==> src/logic/dspace_pkg.sv <==
// constants, types and address map of the data-space decoder
// Notes on behaviour
// data addresses 40h..7Fh read as a window onto program ROM
// window shows 64 consecutive ROM bytes, any location up to 1FFFh
// writing the page register at C9h moves the window in 64-byte steps
// page register is write-only; software never reads or bit-operates it
// ROM byte address is page register above the low 6 data-address bits
// reset leaves the page register untouched; software writes it first
// only page bits 6..0 are stored and used; bit 7 is dropped
// software avoids page writes in interrupts or keeps a RAM copy first
// data space holds 60 bytes of read/write RAM
// 8-bit accumulator is an ordinary data location at FFh
// the two pointer registers sit at 80h and 81h
// pointer registers are reachable by every direct addressing form
// the two short-direct registers sit at 82h and 83h
// short-direct registers are reachable by direct and bit-direct forms
// program counter is 12 bits and holds the next fetch location
// six 12-bit stack levels hold return addresses outside data space
// C0h, C1h go to port data registers, C4h to port direction
// CCh and CDh go to the two port option registers
// C8h goes to the write-only interrupt option register
// once the protection fuse is blown, external ROM readout is blocked for good; reset clears blown_r, reopening readout until the fuse is resampled
// program fetch addresses come from the 12-bit program counter
// writes into the ROM window change nothing
package dspace_pkg;
   localparam int DATA_W = 8;
   localparam int ROM_AW = 13;
   localparam int PAGE_W = 7;
   localparam int WIN_BITS = 6;
   localparam int PC_W = 12;
   localparam int STACK_LEVELS = 6;
   localparam int RAM_BYTES = 60;
   localparam logic [2:0] STACK_FULL = 3'h6;
   localparam logic [PC_W-1:0] RESET_PC = 12'hffe;
   localparam logic [7:0] WIN_LO = 8'h40;
   localparam logic [7:0] WIN_HI = 8'h7f;
   localparam logic [7:0] ADDR_PTR_FIRST = 8'h80;
   localparam logic [7:0] ADDR_PTR_SECOND = 8'h81;
   localparam logic [7:0] ADDR_SD_FIRST = 8'h82;
   localparam logic [7:0] ADDR_SD_SECOND = 8'h83;
   localparam logic [7:0] RAM_LO = 8'h84;
   localparam logic [7:0] RAM_HI = 8'hbf;
   localparam logic [7:0] PER_LO = 8'hc0;
   localparam logic [7:0] PER_HI = 8'hfe;
   localparam logic [7:0] ADDR_PA_DATA = 8'hc0;
   localparam logic [7:0] ADDR_PB_DATA = 8'hc1;
   localparam logic [7:0] ADDR_PA_DIR = 8'hc4;
   localparam logic [7:0] ADDR_INT_OPT = 8'hc8;
   localparam logic [7:0] ADDR_WIN_PAGE = 8'hc9;
   localparam logic [7:0] ADDR_PA_OPT = 8'hcc;
   localparam logic [7:0] ADDR_PB_OPT = 8'hcd;
   localparam logic [7:0] ADDR_ACC = 8'hff;
   localparam logic [7:0] OPEN_READ = 8'hff;
   localparam logic [7:0] CORE_REG_RESET = 8'h00;
   localparam logic [7:0] BLOCKED_DATA = 8'h00;

   typedef enum logic [2:0] {
      TGT_OTHER = 3'b000,
      TGT_PA_DATA = 3'b001,
      TGT_PB_DATA = 3'b010,
      TGT_PA_DIR = 3'b011,
      TGT_PA_OPT = 3'b100,
      TGT_PB_OPT = 3'b101,
      TGT_INT_OPT = 3'b110
   } per_target_t;

   typedef enum logic [2:0] {
      SRC_NONE = 3'b000,
      SRC_ROM = 3'b001,
      SRC_RAM = 3'b010,
      SRC_CORE = 3'b011,
      SRC_PER = 3'b100
   } read_src_t;
endpackage

==> src/logic/pc_ctl_if.sv <==
// sequencing signals between the decoder top and the program counter store
`timescale 1ns/1ps
interface pc_ctl_if;
   logic jump;
   logic call;
   logic ret;
   logic inc;
   logic [11:0] target;
   logic [11:0] pc;
   modport seq (output jump, output call, output ret, output inc, output target, input pc);
   modport store (input jump, input call, input ret, input inc, input target, output pc);
endinterface

==> src/logic/data_space_rom_window_decode.sv <==
// data-space decoder with paged read-only ROM window and core registers
`timescale 1ns/1ps
module data_space_rom_window_decode (
   input wire logic sys_clk,
   input wire logic rstn,
   input wire logic clk_en,
   input wire logic [7:0] cpu_addr,
   input wire logic cpu_rd,
   input wire logic cpu_wr,
   input wire logic [dspace_pkg::DATA_W-1:0] cpu_wdata,
   output logic [dspace_pkg::DATA_W-1:0] cpu_rdata,
   output logic cpu_rvalid,
   output logic [dspace_pkg::DATA_W-1:0] accumulator,
   output logic [dspace_pkg::DATA_W-1:0] pointer_reg_first,
   output logic [dspace_pkg::DATA_W-1:0] pointer_reg_second,
   output logic [dspace_pkg::DATA_W-1:0] short_direct_first,
   output logic [dspace_pkg::DATA_W-1:0] short_direct_second,
   output logic [dspace_pkg::ROM_AW-1:0] rom_win_addr,
   input wire logic [dspace_pkg::DATA_W-1:0] rom_win_data,
   output logic per_rd,
   output logic per_wr,
   output logic [7:0] per_addr,
   output dspace_pkg::per_target_t per_target,
   output logic [dspace_pkg::DATA_W-1:0] per_wdata,
   input wire logic [dspace_pkg::DATA_W-1:0] per_rdata,
   input wire logic pc_jump,
   input wire logic pc_call,
   input wire logic pc_ret,
   input wire logic pc_inc,
   input wire logic [dspace_pkg::PC_W-1:0] pc_target,
   output logic [dspace_pkg::PC_W-1:0] program_counter,
   input wire logic readout_fuse,
   input wire logic ext_rd_req,
   input wire logic [dspace_pkg::ROM_AW-1:0] ext_rd_addr,
   output logic [dspace_pkg::DATA_W-1:0] ext_rd_data,
   output logic ext_rd_valid,
   output logic ext_rd_blocked
);
   import dspace_pkg::*;

   // ----------------------------------------------------------------
   // address decode
   // ----------------------------------------------------------------
   logic is_win;
   logic is_ram;
   logic is_core;
   logic is_per;
   logic is_page;
   logic [5:0] ram_idx;
   logic [7:0] core_val;
   per_target_t tgt;
   logic rd_take;
   logic wr_take;

   always_comb begin
      is_win = (cpu_addr >= WIN_LO) && (cpu_addr <= WIN_HI);
      is_ram = (cpu_addr >= RAM_LO) && (cpu_addr <= RAM_HI);
      is_page = (cpu_addr == ADDR_WIN_PAGE);
      is_core = (cpu_addr == ADDR_ACC) || ((cpu_addr >= ADDR_PTR_FIRST) && (cpu_addr <= ADDR_SD_SECOND));
      is_per = (cpu_addr >= PER_LO) && (cpu_addr <= PER_HI) && !is_page;
      ram_idx = 6'(cpu_addr - RAM_LO);
      rd_take = clk_en && cpu_rd && !cpu_wr;
      wr_take = clk_en && cpu_wr;
   end

   always_comb begin
      case (cpu_addr)
         ADDR_PA_DATA: tgt = TGT_PA_DATA;
         ADDR_PB_DATA: tgt = TGT_PB_DATA;
         ADDR_PA_DIR: tgt = TGT_PA_DIR;
         ADDR_PA_OPT: tgt = TGT_PA_OPT;
         ADDR_PB_OPT: tgt = TGT_PB_OPT;
         ADDR_INT_OPT: tgt = TGT_INT_OPT;
         default: tgt = TGT_OTHER;
      endcase
   end

   always_comb begin
      case (cpu_addr)
         ADDR_ACC: core_val = accumulator;
         ADDR_PTR_FIRST: core_val = pointer_reg_first;
         ADDR_PTR_SECOND: core_val = pointer_reg_second;
         ADDR_SD_FIRST: core_val = short_direct_first;
         ADDR_SD_SECOND: core_val = short_direct_second;
         default: core_val = OPEN_READ;
      endcase
   end

   // ----------------------------------------------------------------
   // core registers in data space
   // ----------------------------------------------------------------
   // any addressing form reaches them, since all arrive as plain accesses
   always_ff @(posedge sys_clk or negedge rstn) begin
      if (!rstn) begin
         accumulator <= CORE_REG_RESET;
         pointer_reg_first <= CORE_REG_RESET;
         pointer_reg_second <= CORE_REG_RESET;
         short_direct_first <= CORE_REG_RESET;
         short_direct_second <= CORE_REG_RESET;
      end else if (wr_take) begin
         case (cpu_addr)
            ADDR_ACC: accumulator <= cpu_wdata;
            ADDR_PTR_FIRST: pointer_reg_first <= cpu_wdata;
            ADDR_PTR_SECOND: pointer_reg_second <= cpu_wdata;
            ADDR_SD_FIRST: short_direct_first <= cpu_wdata;
            ADDR_SD_SECOND: short_direct_second <= cpu_wdata;
            default: ;
         endcase
      end
   end

   // ----------------------------------------------------------------
   // general RAM
   // ----------------------------------------------------------------
   logic [DATA_W-1:0] ram_mem [RAM_BYTES];
   logic [DATA_W-1:0] ram_q_r;

   always_ff @(posedge sys_clk) begin
      if (wr_take && is_ram) begin
         ram_mem[ram_idx] <= cpu_wdata;
      end
   end

   always_ff @(posedge sys_clk or negedge rstn) begin
      if (!rstn) begin
         ram_q_r <= 8'h00;
      end else if (rd_take && is_ram) begin
         ram_q_r <= ram_mem[ram_idx];
      end
   end

   // ----------------------------------------------------------------
   // window page register: no reset, no read path
   // ----------------------------------------------------------------
   logic [PAGE_W-1:0] page_r;

   always_ff @(posedge sys_clk) begin
      if (wr_take && is_page) begin
         page_r <= cpu_wdata[PAGE_W-1:0];
      end
   end

   // ----------------------------------------------------------------
   // readout protection fuse
   // ----------------------------------------------------------------
   logic fuse_s1_r;
   logic fuse_s2_r;
   logic fuse_s3_r;
   logic blown_r;

   always_ff @(posedge sys_clk or negedge rstn) begin
      if (!rstn) begin
         fuse_s1_r <= 1'b0;
         fuse_s2_r <= 1'b0;
         fuse_s3_r <= 1'b0;
      end else if (clk_en) begin
         fuse_s1_r <= readout_fuse;
         fuse_s2_r <= fuse_s1_r;
         fuse_s3_r <= fuse_s2_r;
      end
   end

   // sticky: nothing but reset clears it, and a held fuse level sets it again four enabled clocks after reset
   always_ff @(posedge sys_clk or negedge rstn) begin
      if (!rstn) begin
         blown_r <= 1'b0;
      end else if (clk_en && fuse_s2_r && fuse_s3_r) begin
         blown_r <= 1'b1;
      end
   end

   // ----------------------------------------------------------------
   // read pipeline: stage one launches, stage two answers
   // ----------------------------------------------------------------
   read_src_t src_r;
   logic rd1_r;
   logic [7:0] core_q_r;
   logic ext1_r;
   logic win_rd;
   logic ext_take;

   always_comb begin
      win_rd = rd_take && is_win;
      ext_take = clk_en && ext_rd_req && !win_rd;
   end

   always_ff @(posedge sys_clk or negedge rstn) begin
      if (!rstn) begin
         rom_win_addr <= '0;
      end else if (win_rd) begin
         rom_win_addr <= {page_r, cpu_addr[WIN_BITS-1:0]};
      end else if (ext_take) begin
         rom_win_addr <= ext_rd_addr;
      end
   end

   always_ff @(posedge sys_clk or negedge rstn) begin
      if (!rstn) begin
         rd1_r <= 1'b0;
         src_r <= SRC_NONE;
         core_q_r <= OPEN_READ;
      end else if (clk_en) begin
         rd1_r <= rd_take;
         core_q_r <= core_val;
         if (!rd_take) begin
            src_r <= SRC_NONE;
         end else if (is_win) begin
            src_r <= SRC_ROM;
         end else if (is_ram) begin
            src_r <= SRC_RAM;
         end else if (is_core) begin
            src_r <= SRC_CORE;
         end else if (is_per && tgt != TGT_INT_OPT) begin
            src_r <= SRC_PER;
         end else begin
            src_r <= SRC_NONE;
         end
      end
   end

   always_ff @(posedge sys_clk or negedge rstn) begin
      if (!rstn) begin
         cpu_rvalid <= 1'b0;
         cpu_rdata <= OPEN_READ;
      end else if (clk_en) begin
         cpu_rvalid <= rd1_r;
         case (src_r)
            SRC_ROM: cpu_rdata <= rom_win_data;
            SRC_RAM: cpu_rdata <= ram_q_r;
            SRC_CORE: cpu_rdata <= core_q_r;
            SRC_PER: cpu_rdata <= per_rdata;
            default: cpu_rdata <= OPEN_READ;
         endcase
      end
   end

   always_ff @(posedge sys_clk or negedge rstn) begin
      if (!rstn) begin
         ext1_r <= 1'b0;
         ext_rd_valid <= 1'b0;
         ext_rd_data <= BLOCKED_DATA;
         ext_rd_blocked <= 1'b0;
      end else if (clk_en) begin
         ext1_r <= ext_take;
         ext_rd_valid <= ext1_r;
         ext_rd_blocked <= blown_r;
         // the fuse edge blocks as well, so no byte leaks in the cycle blown_r rises
         ext_rd_data <= (ext1_r && !blown_r && !(fuse_s2_r && fuse_s3_r))
            ? rom_win_data : BLOCKED_DATA;
      end
   end

   // ----------------------------------------------------------------
   // peripheral register port
   // ----------------------------------------------------------------
   always_ff @(posedge sys_clk or negedge rstn) begin
      if (!rstn) begin
         per_rd <= 1'b0;
         per_wr <= 1'b0;
         per_addr <= 8'h00;
         per_target <= TGT_OTHER;
         per_wdata <= 8'h00;
      end else if (clk_en) begin
         per_rd <= rd_take && is_per && tgt != TGT_INT_OPT;
         per_wr <= wr_take && is_per;
         if ((rd_take || wr_take) && is_per) begin
            per_addr <= cpu_addr;
            per_target <= tgt;
            per_wdata <= cpu_wdata;
         end
      end
   end

   // ----------------------------------------------------------------
   // program counter and stack
   // ----------------------------------------------------------------
   pc_ctl_if pcif ();

   assign pcif.jump = pc_jump;
   assign pcif.call = pc_call;
   assign pcif.ret = pc_ret;
   assign pcif.inc = pc_inc;
   assign pcif.target = pc_target;
   assign program_counter = pcif.pc;

   pc_stack u_pc_stack (
      .sys_clk(sys_clk),
      .rstn(rstn),
      .clk_en(clk_en),
      .ctl(pcif.store)
   );
endmodule // data_space_rom_window_decode

==> src/logic/pc_stack.sv <==
// program counter with six-level return stack
`timescale 1ns/1ps
module pc_stack (
   input wire logic sys_clk,
   input wire logic rstn,
   input wire logic clk_en,
   pc_ctl_if.store ctl
);
   import dspace_pkg::*;

   logic [PC_W-1:0] pc_r;
   logic [PC_W-1:0] stack_r [STACK_LEVELS];
   logic [2:0] depth_r;

   assign ctl.pc = pc_r;

   // ----------------------------------------------------------------
   // program counter
   // ----------------------------------------------------------------
   always_ff @(posedge sys_clk or negedge rstn) begin
      if (!rstn) begin
         pc_r <= RESET_PC;
      end else if (clk_en) begin
         if (ctl.call || ctl.jump) begin
            pc_r <= ctl.target;
         end else if (ctl.ret && depth_r != 3'h0) begin
            pc_r <= stack_r[0];
         end else if (ctl.inc || ctl.ret) begin
            pc_r <= pc_r + 12'h001;
         end
      end
   end

   // ----------------------------------------------------------------
   // stack levels
   // ----------------------------------------------------------------
   always_ff @(posedge sys_clk or negedge rstn) begin
      if (!rstn) begin
         depth_r <= 3'h0;
      end else if (clk_en) begin
         if (ctl.call && depth_r != STACK_FULL) begin
            depth_r <= depth_r + 3'h1;
         end else if (!ctl.call && !ctl.jump && ctl.ret && depth_r != 3'h0) begin
            depth_r <= depth_r - 3'h1;
         end
      end
   end

   for (genvar i = 0; i < STACK_LEVELS; i++) begin : g_level
      always_ff @(posedge sys_clk or negedge rstn) begin
         if (!rstn) begin
            stack_r[i] <= 12'h000;
         end else if (clk_en) begin
            if (ctl.call) begin
               // deepest level is lost on overflow
               stack_r[i] <= (i == 0) ? pc_r : stack_r[(i == 0) ? 0 : i-1];
            end else if (!ctl.jump && ctl.ret && depth_r != 3'h0) begin
               stack_r[i] <= (i == STACK_LEVELS-1) ? stack_r[i] : stack_r[(i == STACK_LEVELS-1) ? i : i+1];
            end
         end
      end
   end
endmodule // pc_stack

==> config.mk <==
export PLATFORM = sky130hd
export DESIGN_NAME = data_space_rom_window_decode
export DESIGN_NICKNAME = d
export VERILOG_FILES = /design/src/logic/dspace_pkg.sv /design/src/logic/pc_ctl_if.sv /design/src/logic/data_space_rom_window_decode.sv /design/src/logic/pc_stack.sv
export SDC_FILE = /design/constraint.sdc
export NUM_CORES = 1
export LEC_CHECK = 0
export BUFFER_PORTS_ARGS = -buffer_cell sky130_fd_sc_hd__buf_2
export CAP_MARGIN = 20
export CORE_AREA = 8 8 248 250
export CTS_BUF_LIST = sky130_fd_sc_hd__clkbuf_8
export DETAILED_ROUTE_END_ITERATION = 6
export DIE_AREA = 0 0 256 258
export PLACE_DENSITY = 0.77
export SLEW_MARGIN = 20
export SYNTH_ARGS = -nofsm -noshare
export SYNTH_HDL_FRONTEND = slang
export SYNTH_SLANG_ARGS = --single-unit
==> constraint.sdc <==
create_clock -name sys_clk -period 1.68 [get_ports sys_clk]
set_input_delay 0.504 -clock sys_clk [delete_from_list [all_inputs] [get_ports sys_clk]]
set_output_delay 0.504 -clock sys_clk [all_outputs]
set_load 0.005 [all_outputs]
==> Yosys cells after proc, flatten, opt, wreduce, memory -nomap -nowiden <==
Memories as Yosys holds them, arrays and structs flattened. A register that Yosys moved wholly into a read port is not among the register bits.
Index checks and enable logic that the tools add are counted.
{ "totals": {"ff_bits": 204, "ramBits": 480, "input_bits": 68, "n_memories": 1} }
{ "classes": {"addsub": 4, "order_cmp": 8, "n_eq_ne": 18, "muxes": 28, "reduce_logical": 58} }
{ "memory_table": {"columns": ["name", "depth", "width", "rd", "rd_ports_with_merged_regs", "wr", "line_no", "text"], "rows": [
  ["ram_mem", 60, 8, 1, 1, 1, "data_space_rom_window_decode.sv:115", "logic [DATA_W-1:0] ram_mem [RAM_BYTES];"]
]} }
{ "op_table": {"columns": ["op", "count"], "rows": [
  ["two-way mux 12 bit", 13],
  ["equality test 8 bit (second input constant)", 12],
  ["case mux 8 bit (5 select lines)", 1],
  ["case mux 8 bit (4 select lines)", 1],
  ["logical AND 1 bit", 31],
  ["two-way mux 13 bit", 2],
  [">= comparator 8 bit (second input constant)", 3],
  ["<= comparator 8 bit (second input constant)", 3],
  ["two-way mux 3 bit", 7],
  ["AND reduction 2 bit", 10],
  ["case mux 3 bit (6 select lines)", 1],
  ["adder 12 x 1 -> 12 bit (second input constant)", 1],
  [">= comparator 8 x 7 -> 1 bit (second input constant)", 1],
  ["<= comparator 8 x 7 -> 1 bit (second input constant)", 1],
  ["zero test 1 bit", 8],
  ["two-way mux 8 bit", 1],
  ["equality test 3 x 2 -> 1 bit (second input constant)", 2],
  ["!= test 3 bit (second input constant)", 2],
  ["nonzero test 2 bit", 3],
  ["nonzero test 3 bit", 2],
  ["subtractor 6 x 3 -> 6 bit (second input constant)", 1],
  ["logical OR 1 bit", 4],
  ["adder 3 x 1 -> 3 bit (second input constant)", 1],
  ["equality test 3 x 1 -> 1 bit (second input constant)", 1],
  ["other kinds (3)", 4]
]} }

==> Longest topological paths before layout <==
{ "logic_depth": {"depth_word": 9, "mapped_depth": 13, "mapped_depth_nobuf": 8} }

==> Hierarchy <==
A second synthesis with hierarchy kept.
{ "unflattened": {"cells_unflattened": 1785, "hier_area_um2": 29087.9} }
{ "modules_own_cells": {"columns": ["mod", "instances", "cells_per_inst", "area_each_um2"], "rows": [
  ["data_space_rom_window_decode", 1, 1437, 24508.5],
  ["pc_stack", 1, 348, 4579.4]
]} }

==> Least setup slack after synthesis <==
No wires, ideal clock.
{ "synth_timing": {"path_kind": "input port to flip-flop", "startpoint": "in cpu_addr[2]", "endpoint": "mem ram_mem[19][0], enable pin", "t_arrival_ps": 3001, "t_required_ps": 1310, "path_slack_ps": -1691, "path_stages": 10, "path_buffers": 4, "cell_sequence": "buf_2 > clkinv_1 > buf_2 > buf_1 > ha_1 > nor2b_1 > a31oi_4 > or2b_2 > clkbuf_1 > nor2_1"} }
{ "synth_between": {"elab_chain_len": 5, "elab_cells_between_ends": 7, "cone_classes": "1 x add/sub; 2 x order compare; 2 x mux; 2 x reduce/logical"} }
{ "synth_lines": {"columns": ["item", "line_no", "text"], "rows": [
  ["from (decl)", "data_space_rom_window_decode.sv:7", "input wire logic [7:0] cpu_addr,"],
  [">= comparator 8 bit / <= comparator 8 bit (equally long branches)", "data_space_rom_window_decode.sv:57", "is_ram = (cpu_addr >= RAM_LO) && (cpu_addr <= RAM_HI);"],
  ["logical AND 1 bit", "data_space_rom_window_decode.sv:57", null],
  ["logical AND 1 bit", "data_space_rom_window_decode.sv:119", "if (wr_take && is_ram) begin"],
  ["two-way mux 1 bit", "data_space_rom_window_decode.sv:119", null],
  ["two-way mux 1 bit (implied by the code)", "data_space_rom_window_decode.sv:120", "ram_mem[ram_idx] <= cpu_wdata;"],
  ["to (decl)", "data_space_rom_window_decode.sv:115", null]
]} }
Several ways; a longest one is shown, not always the timed one.

==> impl.org <==
** Power
- In this run the power density over the cells is 1030 nW/um^2.
- For this design the static power due to leakage is 0.0150 uW.
- Total power for the finished layout comes to 39500 uW.
- The worst-case IR drop observed on VDD is 0.000662 V.

** Logic synthesis
- Counting flops with a built-in enable in the synthesized netlist gives 487.
- In the synthesized netlist the async set-or-reset flop fraction comes to 29.6%.
- Total of flip-flops plus latches after synthesis :: 692
- Area fraction of the dominant cell type after synthesis :: roughly half
- Mean Syn Cell Area :: approximately 16 um^2
- The most common cell in the synthesized netlist is sky130_fd_sc_hd__edfxtp_1.
- Top cells by count, synth :: 487 x sky130_fd_sc_hd__edfxtp_1, 178 x sky130_fd_sc_hd__dfrtp_1, 137 x sky130_fd_sc_hd__nand2_1
- Summed over all instances, the cell type with the most area after synthesis is sky130_fd_sc_hd__edfxtp_1.
- Post-synthesis instance area :: 28500 um^2
- For this run, the leading register cell type out of synthesis is sky130_fd_sc_hd__edfxtp_1.
- Yosys printed 0 warnings.
- Share of synthesized area occupied by flip-flops and latches :: between 60% and 70%
- Leading cell types by total area after synthesis :: sky130_fd_sc_hd__edfxtp_1 51%, sky130_fd_sc_hd__dfrtp_1 16%, sky130_fd_sc_hd__mux4_2 7.3%
- Netlist cell types :: 72
- Number of nets produced by synthesis :: 1883
- After technology mapping, the gate count stands at 1808.

** Critical path
- Data on the critical path is required at its endpoint by around 2.3 ns.
- In this design, the stage delay of the slowest critical-path cell is 0.51 ns.
- At the worst endpoint, the arrival time is 2.87 ns.
- Kind of launch point of the worst setup path :: flip-flop
- Critical setup path kind :: flip-flop to flip-flop
- Highest net fanout along the worst path :: 1
- Series of cell instances along the critical path :: mux4_2 -> mux2i_1 -> buf_4 -> o22ai_2 -> or3_1 -> o32a_1
- STA classifies the critical path endpoint as a flip-flop.
- Slowest cell on the critical path :: sky130_fd_sc_hd__mux4_2

** Job
- Maximum capacitance violations :: 0

** Timing
- Fmax :: 439 MHz
- Total count of max-transition violations in the final report :: 0
- Summed over all failing endpoints, the final setup total negative slack is -89.02 ns.
- Headroom to the max-slew limit came out at 32.6%.
- Skew final :: 0.0480 ns
- Setup slack after layout :: -0.597 ns
- Setup violations remaining at the end of the flow were counted as 624.
- Share of the cycle needed by the critical path after routing :: 136%
- Setup repair after global routing could not meet its margin everywhere.
- Final count of hold timing violations :: 0
- Time the final worst path needs with I/O delays and setup :: 2.28 ns
- Transition time at the pin with the least slew margin :: about 1.0 ns

** Global routing
- After global routing the overflow that remains totals 0.
- Initial antenna violation count :: 1
- Vias in the first global route :: 19800
- Largest net degree at the start of global routing :: 68
- The first global-routing pass estimated 121000 um of wire.
- Global routing consumed, over all layers together, 23.5% of the routing resources.

** Layout
- From synthesis to final layout, the design area changed by 34.5%.
- Excluding fillers, the count of instances in the completed layout stands at 3317.
- Summing all non-filler instances in the final layout gives an area of between 30000 and 40000 um^2.
- The final layout contains ~2500 nets.
- Cells with a size suffix above 1 make up between 40% and 50% of the layout.

** Detailed routing
- In this run, the number of DRC markers left after iteration 0 of detailed routing was 2793.
- Number of search-and-repair iterations in the first detailed-routing pass :: 6
- Dividing the detail-routed wire length by the instance count gives 27.3 um.
- The final layout contains routed wiring with a total length of 90600 um.
- Summing over every cut layer, the via total after detailed routing is 20800.
- In the routed design, unresolved DRC markers number 0.
- The detail route stage leaves a number of antenna-violating nets equal to 0.
- After detailed routing, the number of vias per cell comes to 6.26.

** Clocking
- Clock-pin transition on the worst setup and hold timing paths :: 0.09 ns
- Clock tree from TritonCTS :: yes
- Clk sinks :: approximately 700
- Max H-tree Level :: 3
- The clock passes through at most 3 buffers.
- Worst skew pair latency :: 0.74 ns
- Master cell of the clock root buffer :: sky130_fd_sc_hd__clkbuf_8
- Buffers inserted during clock tree synthesis total 110.

** Min path
- Class of the tightest hold or removal check :: input port to flip-flop

** Place
- Port buffering added between 150 and 200 buffers.
- Summing all placed instances gives a cell area of 33000 um^2.
- Placement-stage worst setup slack :: -1.23 ns
- The number of placed instances, taps included, is 2918.
- Weighted congestion at the end of routability-driven global placement :: 0.947
- Summed over all nets, the half-perimeter wirelength after detailed placement is slightly above 50000 um.

** Run status
- Violations in the final reports :: setup timing
- The flow ran to the end, but the final reports show violations.

** Floorplanning
- The die is 258 um tall.
- The total area inside the core boundary comes to 57400 um^2.
- The die covers 66000 um^2.
- Once the floorplan was initialized, standard cells occupied approximately half of the core.
- # IOs :: about 170
- The initialized floorplan defines 88 standard-cell rows.
- The floorplan step set the die width to 256 um.
[cells by family (layout without fill, tap and decap cells)]
logic type | Yosys count | count (layout) | synth area share (%)
AND/OR/NAND/NOR | 344 | 344 | 5.25
multiplexers | 316 | 316 | 15.6
AO/OA/AOI/OAI | 321 | 321 | 7.17
adder cells (fa/ha/maj) | 7 | 7 | 0.334
flip-flops | 692 | 692 | 69.4
XOR/XNOR | 4 | 4 | 0.123
other | 0 | 1 | 0
buffers and inverters | 124 | 867 | 2.10
[state kept, by name, indices dropped and copies added, names as in the netlist, 8 cells and up]
| register | flops |
|---|---|
| ram_mem | 480 |
| u_pc_stack.stack_r | 72 |
| rom_win_addr | 13 |
| u_pc_stack.ctl.pc | 12 |
| accumulator | 8 |
| core_q_r | 8 |
| cpu_rdata | 8 |
| ext_rd_data | 8 |
| per_addr | 8 |
| per_wdata | 8 |
| pointer_reg_first | 8 |
| pointer_reg_second | 8 |
| ram_q_r | 8 |
| short_direct_first | 8 |
| short_direct_second | 8 |
[layout by cell type, fill, tap and decap left out, types with 11 or more instances in the layout]
master and instances:
sky130_fd_sc_hd__clkinv_1 19, sky130_fd_sc_hd__clkinv_2 21, sky130_fd_sc_hd__o221ai_1 11, sky130_fd_sc_hd__buf_2 145
sky130_fd_sc_hd__nor2_4 64, sky130_fd_sc_hd__o21ai_1 13, sky130_fd_sc_hd__o22ai_2 12, sky130_fd_sc_hd__buf_8 12
sky130_fd_sc_hd__a22oi_1 11, sky130_fd_sc_hd__mux2_2 86, sky130_fd_sc_hd__nand2_1 129, sky130_fd_sc_hd__dfrtp_1 176
sky130_fd_sc_hd__buf_12 84, sky130_fd_sc_hd__buf_6 66, sky130_fd_sc_hd__o21ai_0 107, sky130_fd_sc_hd__dfstp_2 27
sky130_fd_sc_hd__o22ai_1 26, sky130_fd_sc_hd__buf_4 326, sky130_fd_sc_hd__a21oi_1 38, sky130_fd_sc_hd__a211oi_1 12
sky130_fd_sc_hd__mux4_2 92, sky130_fd_sc_hd__clkbuf_8 123, sky130_fd_sc_hd__a31oi_1 11, sky130_fd_sc_hd__mux2i_1 114
sky130_fd_sc_hd__inv_1 44, sky130_fd_sc_hd__edfxtp_1 487, sky130_fd_sc_hd__nor2_1 51
[metrics by stage]
| step | hold slack [ns] | util [%] |
|---|---|---|
| 6_report | 0.0245 | 66.8 |
| 3_5_place_dp | 0.437 | 57.5 |
| 5_1_grt | 0.0201 | 66.8 |
| 2_1_floorplan | 0.208 | - |
| 4_1_cts | 0.00119 | 63.8 |
| 3_3_place_gp | 0.435 | 57.5 |
[worst paths after layout]
path                                  from                    to  slack, ns  depth (start not counted)
max reg2reg                 ram_mem[10][0]            ram_q_r[0]      -0.60                          6
min in group asynchronous             rstn  u_pc_stack.ctl.pc[0]       0.34                          2
min                        rom_win_data[3]        ext_rd_data[3]       0.02                          2
max                         ram_mem[10][0]            ram_q_r[0]      -0.60                          6
min reg2reg                      page_r[3]       rom_win_addr[9]       0.45                          2
max in group asynchronous             rstn            ram_q_r[4]       0.66                          3
[layer usage]
metal  up-vias  share of wire (%)  track usage [%]
met4         2                5.7             10.2
met3       400                 11             6.30
met2      1644                 48             37.6
li1       8336                  -                -
met1     10400                 35             30.0
met5         -              0.089            0.219
[area by class of cell]
cell class                 count  area [um^2]
fill                        3332        19000
clock inverter                80          449
inverter                      18          100
tap                          765          957
clock buffer                 122         1680
multi-input combinational    992         9250
antenna                        1         2.50
timing repair buffer         647         6090
sequential                   692        19800
[critical path, delay by kind of cell, from the launching register on]
| kind | cells | cell delay [ns] |
|---|---|---|
| multiplexers | 2 | 0.74 |
| flip-flops | 1 | 0.49 |
| AO/OA/AOI/OAI | 2 | 0.40 |
| buffers and inverters | 1 | 0.17 |
| AND/OR/NAND/NOR | 1 | 0.34 |
[power by group]
group	total (uW)	internal [uW]	switching [uW]	leakage, uW
sequential	20000	19200	797	0.00699
combinational	5340	2580	2760	0.00677
clock	14200	7170	7000	0.00123
total	39500	29000	10600	0.0150
[what timing repair did]
item	4_1_cts	5_1_grt
gates resized for setup	127	170
hold buffers	3	0
setup buffers	90	102
hold endpoints to repair	22	0
gates cloned	2	7
pin swaps	32	67
setup endpoints to repair	646	589
Note: power is estimated with default switching activity, not from simulation.
